## config.mk

```make
export PLATFORM = sky130hd
export DESIGN_NAME = acr_regs
export DESIGN_NICKNAME = d
export VERILOG_FILES = /design/src/hw/acr_pkg.sv /design/src/hw/acr_sample_mem.sv /design/src/hw/acr_next_addr.sv /design/src/hw/acr_regs.sv
export VERILOG_INCLUDE_DIRS = /design/src /design/src/hw
export SDC_FILE = /design/constraint.sdc
export NUM_CORES = 1
export LEC_CHECK = 0
export BUFFER_PORTS_ARGS = -buffer_cell sky130_fd_sc_hd__buf_2
export CORE_MARGIN = 2
export CORE_UTILIZATION = 50
export CTS_CLUSTER_SIZE = 20
export DETAILED_ROUTE_END_ITERATION = 7
export PLACE_DENSITY = 0.72
export SYNTH_ARGS = -nofsm -noshare
export SYNTH_HDL_FRONTEND = slang
export SYNTH_SLANG_ARGS = --single-unit
```

## constraint.sdc

```tcl
create_clock -name CORE_CLK -period 4.9 [get_ports CORE_CLK]
set_clock_uncertainty 0.15 [all_clocks]
set_input_delay 0.98 -clock CORE_CLK [delete_from_list [all_inputs] [get_ports CORE_CLK]]
set_output_delay 0.98 -clock CORE_CLK [all_outputs]
set_load 0.005 [all_outputs]
```

## src/hw/acr_map.svh

```systemverilog
/*
 Register offsets, reset values, field positions and sizes of the lower
 accelerometer register map.
 Assumes inclusion by bare name from the files under hw/.
*/
`ifndef ACR_MAP_SVH
`define ACR_MAP_SVH

`define ACR_ADDR_STATUS 8'h00
`define ACR_ADDR_X_HIGH 8'h01
`define ACR_ADDR_X_LOW 8'h02
`define ACR_ADDR_Y_HIGH 8'h03
`define ACR_ADDR_Y_LOW 8'h04
`define ACR_ADDR_Z_HIGH 8'h05
`define ACR_ADDR_Z_LOW 8'h06
`define ACR_ADDR_BUFFER_SETUP 8'h09
`define ACR_ADDR_BUFFER_TRIGGER_MAP 8'h0a
`define ACR_ADDR_SYSTEM_MODE_NOW 8'h0b
`define ACR_ADDR_INTERRUPT_SOURCE 8'h0c
`define ACR_ADDR_DEVICE_IDENTITY 8'h0d
`define ACR_ADDR_RANGE_CONFIG 8'h0e
`define ACR_ADDR_HIGHPASS_CUTOFF 8'h0f
`define ACR_ADDR_ORIENTATION_STATE 8'h10
`define ACR_ADDR_ORIENTATION_CONFIG 8'h11
`define ACR_ADDR_ORIENTATION_DEBOUNCE 8'h12
`define ACR_ADDR_BACKFRONT_ZLOCK 8'h13
`define ACR_ADDR_ORIENTATION_THS 8'h14
`define ACR_ADDR_FALL_CONFIG 8'h15
`define ACR_ADDR_FALL_SOURCE 8'h16
`define ACR_ADDR_FALL_THRESHOLD 8'h17
`define ACR_ADDR_FALL_DEBOUNCE 8'h18

`define ACR_RESET_ZERO 8'h00
`define ACR_RESET_ORIENTATION_CONFIG 8'h80
`define ACR_RESET_BACKFRONT_ZLOCK 8'h44
`define ACR_RESET_ORIENTATION_THS 8'h84

`define ACR_BUFFER_OPERATING_SELECT_HI 7
`define ACR_BUFFER_OPERATING_SELECT_LO 6
`define ACR_WATERMARK_HI 5
`define ACR_WATERMARK_LO 0
`define ACR_STATUS_OVERRUN 7
`define ACR_STATUS_READY 3

`define ACR_BYTES_PER_SAMPLE 3'd6
`define ACR_LAST_BYTE 3'd5
`define ACR_LAST_FAST_BYTE 3'd4

`endif

```

## src/hw/acr_pkg.sv

```systemverilog
/*
 Types shared by the accelerometer register bank files.
 Assumes nothing of its surroundings.
*/
package acr_pkg;

  typedef enum logic [1:0] {
    ACR_FIFO_OFF,
    ACR_FIFO_CIRCULAR,
    ACR_FIFO_STOP,
    ACR_FIFO_TRIGGER
  } acr_buffer_operating_select_type;

endpackage : acr_pkg

```

## src/hw/acr_sample_mem.sv

```systemverilog
/*
 Small sample store for buffered XYZ samples; read data are registered.
 Assumes one clock and a write port and read port driven by the bank.
*/
`timescale 1ns/1ps
`default_nettype none

module acr_sample_mem #(
  parameter int WIDTH = 36,
  parameter int DEPTH = 32,
  parameter int AW = 5
) (
  input wire logic clk,
  input wire logic rst_n,
  input wire logic wr_en,
  input wire logic [AW-1:0] wr_addr,
  input wire logic [WIDTH-1:0] wr_data,
  input wire logic [AW-1:0] rd_addr,
  output logic [WIDTH-1:0] rd_data
);

  logic [WIDTH-1:0] mem [DEPTH];

  always_ff @(posedge clk) begin
    if (wr_en) begin
      mem[wr_addr] <= wr_data;
    end
  end

  always_ff @(posedge clk or negedge rst_n) begin
    if (!rst_n) begin
      rd_data <= '0;
    end else begin
      rd_data <= mem[rd_addr];
    end
  end

endmodule : acr_sample_mem

`default_nettype wire

```

## src/hw/acr_next_addr.sv

```systemverilog
/*
 Burst auto-increment address of the lower register map.
 Assumes the buffer and fast-read selections come from the register bank.
*/
`timescale 1ns/1ps
`default_nettype none

module acr_next_addr
  import acr_pkg::*;
(
  input wire logic [7:0] addr,
  input wire logic fifo_on,
  input wire logic fast_read,
  output logic [7:0] next_addr
);

  `include "acr_map.svh"

  always_comb begin
    unique case (addr)
      `ACR_ADDR_STATUS: next_addr = `ACR_ADDR_X_HIGH;
      `ACR_ADDR_X_HIGH: begin
        if (fifo_on) begin
          next_addr = `ACR_ADDR_X_HIGH;
        end else if (fast_read) begin
          next_addr = `ACR_ADDR_Y_HIGH;
        end else begin
          next_addr = `ACR_ADDR_X_LOW;
        end
      end
      `ACR_ADDR_X_LOW: next_addr = fast_read ? `ACR_ADDR_STATUS : `ACR_ADDR_Y_HIGH;
      `ACR_ADDR_Y_HIGH: begin
        if (!fast_read) begin
          next_addr = `ACR_ADDR_Y_LOW;
        end else if (fifo_on) begin
          next_addr = `ACR_ADDR_STATUS;
        end else begin
          next_addr = `ACR_ADDR_Z_HIGH;
        end
      end
      `ACR_ADDR_Y_LOW: next_addr = fast_read ? `ACR_ADDR_STATUS : `ACR_ADDR_Z_HIGH;
      `ACR_ADDR_Z_HIGH: next_addr = fast_read ? `ACR_ADDR_STATUS : `ACR_ADDR_Z_LOW;
      `ACR_ADDR_Z_LOW: next_addr = `ACR_ADDR_STATUS;
      default: next_addr = 8'(addr + 8'h01);
    endcase
  end

endmodule : acr_next_addr

`default_nettype wire

```

## src/hw/acr_regs.sv

```systemverilog
/*
 Lower register bank of a three-axis accelerometer: status, sample output,
 sample buffer, configuration and event source registers, with burst
 auto-increment addressing.
 Assumes a byte-level access port from a serial protocol engine on the
 same clock, and sample and event producers on the same clock.
*/
// Functional notes
// - Address 0x00 reads real-time status with the buffer off and buffer status otherwise.
// - Each axis puts sample bits 11:4 in its high register and bits 3:0 in bits 7:4 of its low register.
// - With the buffer on, the X high register reads buffered XYZ data and bursts wrap to 0x01.
// - Fast read with buffer off goes X high to 0x03, Y high to 0x05, Z high to 0x00; with buffer on Y and Z high go to 0x00.
// - Without fast read bursts step by one up to 0x06 then wrap to 0x00; fast read sends low registers to 0x00.
// - A bus stop condition clears the held burst address.
// - Standby-only configuration registers take writes only in standby.
// - Writing an any-mode threshold or debounce register restarts its debounce counter.
// - Status and output registers clear on entry to active mode and hold on return to standby.
`timescale 1ns/1ps
`default_nettype none

module acr_regs
  import acr_pkg::*;
#(
  parameter logic [7:0] IDENTITY = 8'h5c, // Arbitrary identity value
  parameter int DEPTH = 32,
  parameter int AW = 5
) (
  input wire logic CORE_CLK,
  input wire logic RESETN,
  input wire logic ADDR_LOAD,
  input wire logic [7:0] ADDR_IN,
  input wire logic WR_STB,
  input wire logic [7:0] WR_DATA,
  input wire logic RD_STB,
  input wire logic STOP_DET,
  input wire logic FAST_READ,
  input wire logic ACTIVE_MODE,
  input wire logic SAMPLE_STB,
  input wire logic [11:0] SAMPLE_X,
  input wire logic [11:0] SAMPLE_Y,
  input wire logic [11:0] SAMPLE_Z,
  input wire logic SRC_STB,
  input wire logic [7:0] INT_SOURCE_IN,
  input wire logic [7:0] ORIENT_STATE_IN,
  input wire logic [7:0] FALL_SOURCE_IN,
  output logic [7:0] RD_DATA,
  output logic RD_VALID,
  output logic [7:0] BUFFER_SETUP,
  output logic [7:0] BUFFER_TRIGGER_MAP,
  output logic [7:0] RANGE_CONFIG,
  output logic [7:0] HIGHPASS_CUTOFF,
  output logic [7:0] ORIENT_CONFIG,
  output logic [7:0] ORIENT_DEBOUNCE,
  output logic [7:0] BACKFRONT_ZLOCK,
  output logic [7:0] ORIENT_THS,
  output logic [7:0] FALL_CONFIG,
  output logic [7:0] FALL_THRESHOLD,
  output logic [7:0] FALL_DEBOUNCE,
  output logic ORIENT_COUNT_CLR,
  output logic FALL_COUNT_CLR
);

  `include "acr_map.svh"

  logic [7:0] addr_ptr;
  logic [7:0] next_addr;
  logic active_q;
  logic activate;
  acr_buffer_operating_select_type buffer_operating_select;
  logic fifo_on;
  logic [11:0] x_sample, y_sample, z_sample;
  logic [7:0] rt_status;
  logic [7:0] int_source, orient_state, fall_source;
  logic [AW-1:0] wr_ptr, rd_ptr;
  logic [AW:0] fifo_count;
  logic fifo_overflow;
  logic fifo_full, fifo_empty, fifo_push, fifo_drop_oldest, fifo_pop;
  logic [2:0] byte_idx;
  logic [35:0] head_sample;
  logic [7:0] read_value;
  logic [7:0] fifo_status;
  logic wr_ok;

  // Byte k of a sample: even k is an axis high byte, odd k its low nibble
  function automatic logic [7:0] sample_byte(input logic [35:0] s, input logic [2:0] k);
    logic [11:0] axis;
    axis = (k < 3'd2) ? s[35:24] : ((k < 3'd4) ? s[23:12] : s[11:0]);
    return k[0] ? {axis[3:0], 4'h0} : axis[11:4];
  endfunction : sample_byte

  // Registers that take writes in either mode
  function automatic logic any_mode_reg(input logic [7:0] a);
    return (a == `ACR_ADDR_BUFFER_SETUP) || (a == `ACR_ADDR_HIGHPASS_CUTOFF) ||
           (a == `ACR_ADDR_ORIENTATION_DEBOUNCE) || (a == `ACR_ADDR_FALL_THRESHOLD) ||
           (a == `ACR_ADDR_FALL_DEBOUNCE);
  endfunction : any_mode_reg

  // Registers that take writes only in standby
  function automatic logic standby_reg(input logic [7:0] a);
    return (a == `ACR_ADDR_BUFFER_TRIGGER_MAP) || (a == `ACR_ADDR_RANGE_CONFIG) ||
           (a == `ACR_ADDR_ORIENTATION_CONFIG) || (a == `ACR_ADDR_BACKFRONT_ZLOCK) ||
           (a == `ACR_ADDR_ORIENTATION_THS) || (a == `ACR_ADDR_FALL_CONFIG);
  endfunction : standby_reg

  assign buffer_operating_select = acr_buffer_operating_select_type'(BUFFER_SETUP[`ACR_BUFFER_OPERATING_SELECT_HI:`ACR_BUFFER_OPERATING_SELECT_LO]);
  assign fifo_on = (buffer_operating_select != ACR_FIFO_OFF);
  assign activate = ACTIVE_MODE && !active_q;
  assign wr_ok = any_mode_reg(addr_ptr) || (standby_reg(addr_ptr) && !active_q);
  assign fifo_full = (fifo_count == (AW+1)'(DEPTH));
  assign fifo_empty = (fifo_count == '0);
  assign fifo_push = SAMPLE_STB && fifo_on && (!fifo_full || buffer_operating_select == ACR_FIFO_CIRCULAR);
  assign fifo_drop_oldest = SAMPLE_STB && fifo_on && fifo_full && buffer_operating_select == ACR_FIFO_CIRCULAR;
  assign fifo_pop = RD_STB && fifo_on && addr_ptr == `ACR_ADDR_X_HIGH && !fifo_empty &&
                    byte_idx == (FAST_READ ? `ACR_LAST_FAST_BYTE : `ACR_LAST_BYTE);
  assign fifo_status = {fifo_overflow,
                        (BUFFER_SETUP[`ACR_WATERMARK_HI:`ACR_WATERMARK_LO] != 6'h00) &&
                        (fifo_count >= BUFFER_SETUP[`ACR_WATERMARK_HI:`ACR_WATERMARK_LO]),
                        fifo_count};

  acr_next_addr u_next_addr (
    .addr(addr_ptr),
    .fifo_on(fifo_on),
    .fast_read(FAST_READ),
    .next_addr(next_addr)
  );

  acr_sample_mem #(
    .WIDTH(36),
    .DEPTH(DEPTH),
    .AW(AW)
  ) u_sample_mem (
    .clk(CORE_CLK),
    .rst_n(RESETN),
    .wr_en(fifo_push),
    .wr_addr(wr_ptr),
    .wr_data({SAMPLE_X, SAMPLE_Y, SAMPLE_Z}),
    .rd_addr(rd_ptr),
    .rd_data(head_sample)
  );

  // Burst address pointer
  always_ff @(posedge CORE_CLK or negedge RESETN) begin
    if (!RESETN) begin
      addr_ptr <= 8'h00;
    end else if (STOP_DET) begin
      addr_ptr <= 8'h00;
    end else if (ADDR_LOAD) begin
      addr_ptr <= ADDR_IN;
    end else if (RD_STB) begin
      addr_ptr <= next_addr;
    end else if (WR_STB) begin
      addr_ptr <= 8'(addr_ptr + 8'h01);
    end
  end

  // Mode tracking
  always_ff @(posedge CORE_CLK or negedge RESETN) begin
    if (!RESETN) begin
      active_q <= 1'b0;
    end else begin
      active_q <= ACTIVE_MODE;
    end
  end

  // Read mux
  always_comb begin
    unique case (addr_ptr)
      `ACR_ADDR_STATUS: read_value = fifo_on ? fifo_status : rt_status;
      `ACR_ADDR_X_HIGH: begin
        if (fifo_on) begin
          read_value = fifo_empty ? 8'h00 : sample_byte(head_sample, byte_idx);
        end else begin
          read_value = x_sample[11:4];
        end
      end
      `ACR_ADDR_X_LOW: read_value = {x_sample[3:0], 4'h0};
      `ACR_ADDR_Y_HIGH: read_value = y_sample[11:4];
      `ACR_ADDR_Y_LOW: read_value = {y_sample[3:0], 4'h0};
      `ACR_ADDR_Z_HIGH: read_value = z_sample[11:4];
      `ACR_ADDR_Z_LOW: read_value = {z_sample[3:0], 4'h0};
      `ACR_ADDR_BUFFER_SETUP: read_value = BUFFER_SETUP;
      `ACR_ADDR_BUFFER_TRIGGER_MAP: read_value = BUFFER_TRIGGER_MAP;
      `ACR_ADDR_SYSTEM_MODE_NOW: read_value = {7'h00, active_q};
      `ACR_ADDR_INTERRUPT_SOURCE: read_value = int_source;
      `ACR_ADDR_DEVICE_IDENTITY: read_value = IDENTITY;
      `ACR_ADDR_RANGE_CONFIG: read_value = RANGE_CONFIG;
      `ACR_ADDR_HIGHPASS_CUTOFF: read_value = HIGHPASS_CUTOFF;
      `ACR_ADDR_ORIENTATION_STATE: read_value = orient_state;
      `ACR_ADDR_ORIENTATION_CONFIG: read_value = ORIENT_CONFIG;
      `ACR_ADDR_ORIENTATION_DEBOUNCE: read_value = ORIENT_DEBOUNCE;
      `ACR_ADDR_BACKFRONT_ZLOCK: read_value = BACKFRONT_ZLOCK;
      `ACR_ADDR_ORIENTATION_THS: read_value = ORIENT_THS;
      `ACR_ADDR_FALL_CONFIG: read_value = FALL_CONFIG;
      `ACR_ADDR_FALL_SOURCE: read_value = fall_source;
      `ACR_ADDR_FALL_THRESHOLD: read_value = FALL_THRESHOLD;
      `ACR_ADDR_FALL_DEBOUNCE: read_value = FALL_DEBOUNCE;
      default: read_value = 8'h00;
    endcase
  end

  // Read answer
  always_ff @(posedge CORE_CLK or negedge RESETN) begin
    if (!RESETN) begin
      RD_DATA <= 8'h00;
      RD_VALID <= 1'b0;
    end else begin
      RD_VALID <= RD_STB;
      if (RD_STB) begin
        RD_DATA <= read_value;
      end
    end
  end

  // Byte position within the buffered sample
  always_ff @(posedge CORE_CLK or negedge RESETN) begin
    if (!RESETN) begin
      byte_idx <= 3'd0;
    end else if (STOP_DET || ADDR_LOAD || activate) begin
      byte_idx <= 3'd0;
    end else if (RD_STB && fifo_on && addr_ptr == `ACR_ADDR_X_HIGH && !fifo_empty) begin
      if (fifo_pop) begin
        byte_idx <= 3'd0;
      end else begin
        byte_idx <= 3'(byte_idx + (FAST_READ ? 3'd2 : 3'd1));
      end
    end
  end

  // Sample buffer pointers and status
  always_ff @(posedge CORE_CLK or negedge RESETN) begin
    if (!RESETN) begin
      wr_ptr <= '0;
      rd_ptr <= '0;
      fifo_count <= '0;
      fifo_overflow <= 1'b0;
    end else if (activate || !fifo_on) begin
      wr_ptr <= '0;
      rd_ptr <= '0;
      fifo_count <= '0;
      fifo_overflow <= 1'b0;
    end else begin
      if (fifo_push) begin
        wr_ptr <= AW'(wr_ptr + 1'b1);
      end
      if (fifo_pop || fifo_drop_oldest) begin
        rd_ptr <= AW'(rd_ptr + 1'b1);
      end
      if (fifo_push && !fifo_pop && !fifo_drop_oldest) begin
        fifo_count <= (AW+1)'(fifo_count + 1'b1);
      end else if (fifo_pop && !fifo_push) begin
        fifo_count <= (AW+1)'(fifo_count - 1'b1);
      end
      if (SAMPLE_STB && fifo_full) begin
        fifo_overflow <= 1'b1;
      end
    end
  end

  // Real-time sample registers and status
  always_ff @(posedge CORE_CLK or negedge RESETN) begin
    if (!RESETN) begin
      x_sample <= 12'h000;
      y_sample <= 12'h000;
      z_sample <= 12'h000;
      rt_status <= 8'h00;
    end else if (activate) begin
      x_sample <= 12'h000;
      y_sample <= 12'h000;
      z_sample <= 12'h000;
      rt_status <= 8'h00;
    end else if (SAMPLE_STB) begin
      x_sample <= SAMPLE_X;
      y_sample <= SAMPLE_Y;
      z_sample <= SAMPLE_Z;
      rt_status[`ACR_STATUS_READY] <= 1'b1;
      if (rt_status[`ACR_STATUS_READY]) begin
        rt_status[`ACR_STATUS_OVERRUN] <= 1'b1;
      end
    end else if (RD_STB && !fifo_on && addr_ptr == `ACR_ADDR_Z_HIGH) begin
      rt_status <= 8'h00;
    end
  end

  // Event source registers
  always_ff @(posedge CORE_CLK or negedge RESETN) begin
    if (!RESETN) begin
      int_source <= 8'h00;
      orient_state <= 8'h00;
      fall_source <= 8'h00;
    end else if (activate) begin
      int_source <= 8'h00;
      orient_state <= 8'h00;
      fall_source <= 8'h00;
    end else if (SRC_STB) begin
      int_source <= INT_SOURCE_IN;
      orient_state <= ORIENT_STATE_IN;
      fall_source <= FALL_SOURCE_IN;
    end
  end

  // Configuration writes
  always_ff @(posedge CORE_CLK or negedge RESETN) begin
    if (!RESETN) begin
      BUFFER_SETUP <= `ACR_RESET_ZERO;
      BUFFER_TRIGGER_MAP <= `ACR_RESET_ZERO;
      RANGE_CONFIG <= `ACR_RESET_ZERO;
      HIGHPASS_CUTOFF <= `ACR_RESET_ZERO;
      ORIENT_CONFIG <= `ACR_RESET_ORIENTATION_CONFIG;
      ORIENT_DEBOUNCE <= `ACR_RESET_ZERO;
      BACKFRONT_ZLOCK <= `ACR_RESET_BACKFRONT_ZLOCK;
      ORIENT_THS <= `ACR_RESET_ORIENTATION_THS;
      FALL_CONFIG <= `ACR_RESET_ZERO;
      FALL_THRESHOLD <= `ACR_RESET_ZERO;
      FALL_DEBOUNCE <= `ACR_RESET_ZERO;
    end else if (WR_STB && !ADDR_LOAD && !STOP_DET && wr_ok) begin
      unique case (addr_ptr)
        `ACR_ADDR_BUFFER_SETUP: BUFFER_SETUP <= WR_DATA;
        `ACR_ADDR_BUFFER_TRIGGER_MAP: BUFFER_TRIGGER_MAP <= WR_DATA;
        `ACR_ADDR_RANGE_CONFIG: RANGE_CONFIG <= WR_DATA;
        `ACR_ADDR_HIGHPASS_CUTOFF: HIGHPASS_CUTOFF <= WR_DATA;
        `ACR_ADDR_ORIENTATION_CONFIG: ORIENT_CONFIG <= WR_DATA;
        `ACR_ADDR_ORIENTATION_DEBOUNCE: ORIENT_DEBOUNCE <= WR_DATA;
        `ACR_ADDR_BACKFRONT_ZLOCK: BACKFRONT_ZLOCK <= WR_DATA;
        `ACR_ADDR_ORIENTATION_THS: ORIENT_THS <= WR_DATA;
        `ACR_ADDR_FALL_CONFIG: FALL_CONFIG <= WR_DATA;
        `ACR_ADDR_FALL_THRESHOLD: FALL_THRESHOLD <= WR_DATA;
        `ACR_ADDR_FALL_DEBOUNCE: FALL_DEBOUNCE <= WR_DATA;
        default: ;
      endcase
    end
  end

  // Debounce restart pulses
  always_ff @(posedge CORE_CLK or negedge RESETN) begin
    if (!RESETN) begin
      ORIENT_COUNT_CLR <= 1'b0;
      FALL_COUNT_CLR <= 1'b0;
    end else begin
      ORIENT_COUNT_CLR <= WR_STB && !ADDR_LOAD && !STOP_DET &&
                          addr_ptr == `ACR_ADDR_ORIENTATION_DEBOUNCE;
      FALL_COUNT_CLR <= WR_STB && !ADDR_LOAD && !STOP_DET &&
                        (addr_ptr == `ACR_ADDR_FALL_THRESHOLD ||
                         addr_ptr == `ACR_ADDR_FALL_DEBOUNCE);
    end
  end

endmodule : acr_regs

`default_nettype wire

```

==> results.json, run 1 <==
{
  "ys_ff_latch": 1378,
  "die_y_microns": 335,
  "cts_setup_buffers": 0,
  "path_cells": "or2_2, nand2_1, a21oi_1, nand2_1, nor2_4, buf_12",
  "cp_slowest_cell": "nor2_4",
  "dieArea_sq_um": 112000,
  "worst_pin_slew_ns": 1.17,
  "tritoncts": "done",
  "area_growth_pct": 14.3,
  "cp.required_ns": 5.17,
  "max_stage_delay_ns": 0.80,
  "timing.final.crit_share_pct": 75.9,
  "finalHoldViolCount": 0,
  "fill_cells": 7811,
  "yosys.area.top_type": "edfxtp_1",
  "synth_area_sq_um": 54700,
  "min_path_type": "input port to asynchronous set/reset pin",
  "yosysTopAreaCellShare_pct": 63.2,
  "core_sq_um": 109000,
  "outcome": "finished, final reports clean",
  "endpoint_kind": "flip-flop",
  "nets": 3029,
  "path_depth": 6,
  "drive_above_1_share_pct": 33.7,
  "crit_family": "simple AND/OR/NAND/NOR gates",
  "via_count": 28800,
  "power_density_nw_per_um2": 387,
  "drc": 0,
  "drv_slew": 0,
  "fp.dieW_microns": 335,
  "antenna_found_initial": 5,
  "fin_area_sq_um": 62600,
  "overflow": 0,
  "totalWireLength_microns": 144000,
  "setup_viol": 0,
  "final-seq-area_sq_um": 40300,
  "crit_top_cell": "nand2_1",
  "yosysUniqueCellTypes": 75,
  "multi_input_comb_area_sq_um": 14000,
  "path_buf_inv": 1,
  "cts_resized": 0,
  "htreeDepth": 4,
  "routabilityCongestion": 0.965,
  "firstDrtPassIters": 8,
  "timing.setup.tns_ns": 0,
  "maxCapViolations": 0,
  "rsz0062_at_grt": "false",
  "synthTopCellsByArea": "edfxtp_1, mux4_2, dfrtp_1",
  "initial_utilization_pct": 50.3,
  "grt_use_total_pct": 26.0,
  "cts_sinks": 1378,
  "startpoint_type": "flip-flop",
  "arrival_ns": 3.98,
  "cts_buffers": 139,
  "hpwlAfterDp_microns": 87500,
  "cts_hold_buf": 0,
  "grt_pass1_vias": 29200,
  "clk_latency_ns": 0.75,
  "synth_nets": 2780,
  "period_minus_slack_ns": 3.72,
  "synth-edff-count": 1152,
  "relSlewSlack_pct": 20.8,
  "grt_pass1_wl_microns": 209000,
  "viasPerCell": 6.48,
  "async_flop_share_pct": 16.4,
  "crit_fanout": 21,
  "wire_per_inst_microns": 32.4,
  "rows": 121,
  "ant_nets": 0,
  "synth-seq-area-share_pct": 73.6,
  "ios": 185,
  "reg2regPathDepth": 6,
  "cts_root_buf": "clkbuf_16",
  "peakVddDrop_v": 0.000344,
  "clk_path_buf_depth": 3,
  "place_area_sq_um": 58000,
  "clkTransAtPathRegs_ns": 0.06,
  "crit_type": "flip-flop to flip-flop",
  "clock.fmax_ghz": 0.269,
  "synthCells": 2672,
  "portBuffers": 184,
  "grt_start_max_net_pins": 109,
  "ys_warn_count": 0,
  "first_iter_violations": 3676,
  "ys.flop_type": "edfxtp_1",
  "p_leak_nw": 20.9,
  "syn_area_per_cell_sq_um": 20.5,
  "total_power_mw": 24.2
}
[Yosys cell counts, drive strengths merged (19+ instances only)]
library cell,count
edfxtp,1152
mux4,364
dfrtp,221
nor2,135
mux2,132
clkbuf,96
mux2i,77
buf,60
nand2,56
a21oi,37
a22oi,30
o21ai,29
nand3,28
inv,26
ha,20
nand4,19
[area by class of cell]
cell class | instances | share of cell area [%]
tap | 1414 | 2.83
inverter | 26 | 0.156
timing repair buffer | 264 | 3.05
sequential | 1378 | 64.4
antenna | 1 | 0.00400
clock buffer | 184 | 6.12
multi-input combinational | 1112 | 22.4
clock inverter | 70 | 1.12
[path summary, 6_finish.rpt]
| kind | from | endpoint | slack, ns |
|---|---|---|---|
| setup / recovery | BUFFER_SETUP[7]$_DFFE_PN0P_ | u_sample_mem.mem[18][30]$_DFFE_PP_ | 1.18 |
| hold / removal | RESETN | addr_ptr[7]$_DFFE_PN0P_ | 0.16 |
| setup reg to reg | BUFFER_SETUP[7]$_DFFE_PN0P_ | u_sample_mem.mem[18][30]$_DFFE_PP_ | 1.18 |
| hold reg to reg | z_sample[1]$_DFFE_PN0P_ | z_sample[1]$_DFFE_PN0P_ | 0.38 |
| max in group asynchronous | RESETN | addr_ptr[2]$_DFFE_PN0P_ | 3.49 |
| min in group CORE_CLK | ACTIVE_MODE | active_q$_DFF_PN0_ | 0.22 |
[per-layer routing]
metal / vias up / track usage (%) / wire length (microns)
li1: 11500 / - / -
met1: 15300 / 36.0 / 55700
met2: 1738 / 41.5 / 70000
met3: 298 / 5.19 / 13300
met4: 2 / 9.47 / 5240
met5: - / 0 / 8
[logic make-up (layout without fill, tap and decap cells)]
| family | Yosys count | in the layout | share of synthesized area [%] |
|---|---|---|---|
| fa+ha+maj | 22 | 22 | 0.531 |
| flops | 1378 | 1378 | 73.6 |
| xor+xnor | 13 | 13 | 0.208 |
| other cells | 0 | 1 | 0 |
| simple gates | 305 | 305 | 2.73 |
| buf+inv | 182 | 544 | 1.33 |
| mux | 573 | 573 | 19.1 |
| compound gates | 199 | 199 | 2.52 |
[per-stage QoR]
stage                     hold slack (ns)  cells  utilization (%)  setup slack, ns
after global placement              0.356   4194             53.4            0.521
after CTS                           0.169   4448             57.5             1.20
after detailed placement            0.368   4194             53.4            0.534
final                               0.157   4449             57.6             1.18
after floorplan                     0.312   2672                -            0.905
after global routing                0.188   4449             57.6            0.905
[where the power goes]
group | total (mW) | switching [mW] | internal, mW
clock network | 10.5 | 4.47 | 6.02
logic | 0.819 | 0.579 | 0.240
registers | 12.9 | 0.109 | 12.8
[layout by cell type (no fill, tap or decap), types with 9 or more instances in the layout]
| master | instances |
|---|---|
| a21oi_1 | 37 |
| a22o_1 | 12 |
| a22oi_1 | 30 |
| a31oi_1 | 14 |
| buf_12 | 30 |
| buf_2 | 183 |
| buf_4 | 50 |
| bufinv_16 | 9 |
| clkbuf_1 | 30 |
| clkbuf_16 | 142 |
| clkbuf_8 | 12 |
| clkinv_1 | 23 |
| clkinv_2 | 20 |
| dfrtp_1 | 216 |
| edfxtp_1 | 1152 |
| ha_1 | 20 |
| inv_1 | 25 |
| mux2_2 | 126 |
| mux2i_1 | 77 |
| mux4_2 | 364 |
| nand2_1 | 56 |
| nand3_1 | 27 |
| nand4_1 | 14 |
| nor2_1 | 102 |
| nor2_4 | 32 |
| nor3_1 | 9 |
| o21ai_0 | 27 |
| o22ai_1 | 17 |
[flip-flops by register name, summed over array words and instances (netlist names), 12 cells and up]
| name | cells |
|---|---|
| z_sample | 12 |
| y_sample | 12 |
| x_sample | 12 |
| u_sample_mem.rd_data | 36 |
| u_sample_mem.mem | 1152 |
Power figures use the tool's default switching activity.
==> run 2, diff against run 1 <==
--- a/config.mk
+++ b/config.mk
@@ -11,7 +11,7 @@
 export CORE_UTILIZATION = 50
 export CTS_CLUSTER_SIZE = 20
 export DETAILED_ROUTE_END_ITERATION = 7
-export PLACE_DENSITY = 0.72
+export PLACE_DENSITY = 0.75
 export SYNTH_ARGS = -nofsm -noshare
 export SYNTH_HDL_FRONTEND = slang
 export SYNTH_SLANG_ARGS = --single-unit
==> constraint.sdc (replaced) <==
create_clock -name CORE_CLK -period 3.36 [get_ports CORE_CLK]
set_clock_uncertainty 0.15 [all_clocks]
set_input_delay 0.672 -clock CORE_CLK [delete_from_list [all_inputs] [get_ports CORE_CLK]]
set_output_delay 0.672 -clock CORE_CLK [all_outputs]
set_load 0.005 [all_outputs]
==> results.json, run 2 (synthesis results as in run 1) <==
{
  "firstDrtPassIters": 6,
  "power_density_nw_per_um2": 555,
  "min_path_type": "input port to flip-flop",
  "setup_viol": 0,
  "timing.rr.start": "fifo_count[2]$_DFFE_PN0P_",
  "ios": 185,
  "r2r_end": "fifo_count[5]$_DFFE_PN0P_",
  "pwr-share-seq_pct": 53.3,
  "rrSetupSlack_ns": 0.01,
  "maxCapViolations": 0,
  "min_to": "int_source[2]$_DFFE_PN0P_",
  "initial_utilization_pct": 50.3,
  "dieArea_sq_um": 112000,
  "timing.final.crit_share_pct": 99.6,
  "viasPerCell": 6.51,
  "combPwrFrac_pct": 3.7,
  "clk_latency_ns": 0.76,
  "drc": 0,
  "final_common_cell": "edfxtp_1",
  "nets": 3142,
  "drive_above_1_share_pct": 35.6,
  "htreeDepth": 4,
  "wire_per_inst_microns": 32.9,
  "reg2regPathDepth": 11,
  "die_y_microns": 335,
  "grt_pass1_vias": 30100,
  "arrival_ns": 3.80,
  "area_growth_pct": 16.3,
  "cts_buffers": 138,
  "routabilityCongestion": 0.970,
  "antenna_found_initial": 8,
  "rows": 121,
  "hpwlAfterDp_microns": 87200,
  "endpoint_kind": "flip-flop",
  "p_leak_nw": 21.5,
  "clk_path_buf_depth": 3,
  "clkTransAtPathRegs_ns": 0.06,
  "fin_area_sq_um": 63600,
  "cp.required_ns": 3.81,
  "largest_register": "u_sample_mem.mem",
  "ant_nets": 0,
  "dp_slack_ns": -0.411,
  "totalWireLength_microns": 150000,
  "rsz0062_at_grt": "true",
  "worstHoldStart": "INT_SOURCE_IN[2]",
  "total_power_mw": 35.3,
  "largest_reg_flops": 1152,
  "crit_fanout": 5,
  "grt_pass1_wl_microns": 216000,
  "grt_use_total_pct": 26.9,
  "core_sq_um": 109000,
  "startpoint_type": "flip-flop",
  "clock.fmax_ghz": 0.299,
  "relSlewSlack_pct": 48.4,
  "finalHoldViolCount": 0,
  "outcome": "finished, final reports clean",
  "mostFrequentLayoutCells": "edfxtp_1, mux4_2, dfrtp_1",
  "first_iter_violations": 3996,
  "min_path_cells": 3,
  "overflow": 0,
  "swShare_pct": 21.5,
  "grt_start_max_net_pins": 88,
  "p_int_mw": 27.7,
  "drv_slew": 0,
  "period_minus_slack_ns": 3.35,
  "via_count": 29700,
  "cts_root_buf": "clkbuf_16",
  "largestRegisters": "u_sample_mem.mem: 1152 flops, u_sample_mem.rd_data: 36 flops",
  "crit_type": "flip-flop to flip-flop",
  "timing.setup.tns_ns": 0,
  "peakVddDrop_v": 0.000492,
  "portBuffers": 184,
  "cts_sinks": 1378,
  "tritoncts": "done",
  "pwr-share-clk_pct": 42.9,
  "power.switching_mw": 7.58,
  "setup_ws_ns": 0.0121,
  "fin_util_pct": 58.5,
  "worst_pin_slew_ns": 0.773,
  "fp.dieW_microns": 335,
  "place_area_sq_um": 59000
}
[run 2: cell types whose count changed in the layout (fill, tap and decap cells not counted), sizes merged]
| cell | change |
|---|---|
| buf | +98 |
| clkbuf | +4 |
| clkinv | -11 |
| clkinvlp | +1 |
| diode | +1 |
| dlygate4sd3 | +16 |
| inv | +3 |
[run 2: worst max-delay path: stages, from the launching register on]
cell,delay (ns)
dfrtp_1,0.38
or4_4,0.58
nor3_4,0.27
nor3_4,0.07
or3_4,0.46
ha_4,0.29
o21ai_1,0.07
o21bai_1,0.17
a21oi_2,0.08
or4_4,0.43
a21oi_2,0.17
o32ai_2,0.09
[run 2: cell type report]
| cell class | instances | area [sq um] |
|---|---|---|
| multi-input cells | 1112 | 14100 |
| clock inverters | 63 | 653 |
| flip-flops and latches | 1378 | 40300 |
| fillers | 7559 | 45100 |
| inverters | 26 | 97.6 |
| diodes | 2 | 5.00 |
| well taps | 1414 | 1770 |
| clock buffers | 188 | 3750 |
| repair buffers | 378 | 3030 |
[run 2: metrics by stage]
stage                     hold slack, ns  cells
after floorplan                    0.226   2672
after global placement             0.359   4288
after detailed placement           0.367   4288
after CTS                        0.00117   4555
after global routing              0.0340   4559
final                             0.0432   4561
[run 2: timing repair]
item / in CTS / in global routing
setup buffers: 0 / 4
endpoints found under the setup margin: 0 / 1
endpoints found under the hold margin: 86 / 0
resized for setup: 0 / 13
hold buffers: 16 / 0
[run 2: metal layers]
layer | vias to the layer above | track usage (%) | wire (microns)
met5 | - | 0 | 130
met4 | 8 | 10.9 | 6060
met3 | 350 | 5.04 | 13700
met2 | 1925 | 44.4 | 74900
met1 | 15600 | 35.6 | 55100
li1 | 11800 | - | -
[run 2: worst max path at each step]
| stage | startpoint | to | slack (ns) |
|---|---|---|---|
| after floorplan | SAMPLE_STB | u_sample_mem.mem[27][0]$_DFFE_PP_ | -0.33 |
| after global placement | FAST_READ | fifo_count[5]$_DFFE_PN0P_ | -0.37 |
| after detailed placement | FAST_READ | fifo_count[5]$_DFFE_PN0P_ | -0.41 |
| after CTS | fifo_count[1]$_DFFE_PN0P_ | fifo_count[5]$_DFFE_PN0P_ | 0.07 |
| after global routing | fifo_count[2]$_DFFE_PN0P_ | fifo_count[5]$_DFFE_PN0P_ | -0.07 |
| final | fifo_count[2]$_DFFE_PN0P_ | fifo_count[5]$_DFFE_PN0P_ | 0.01 |
[run 2: power by group through the flow]
stage               clock network, mW  logic, mW  registers, mW
floorplan                           0      0.554           19.1
global placement                    0       1.21           19.2
global route                     16.0       1.41           18.8
detailed placement                  0       1.25           19.2
finish                           15.2       1.31           18.8
CTS                              15.4       1.27           18.8
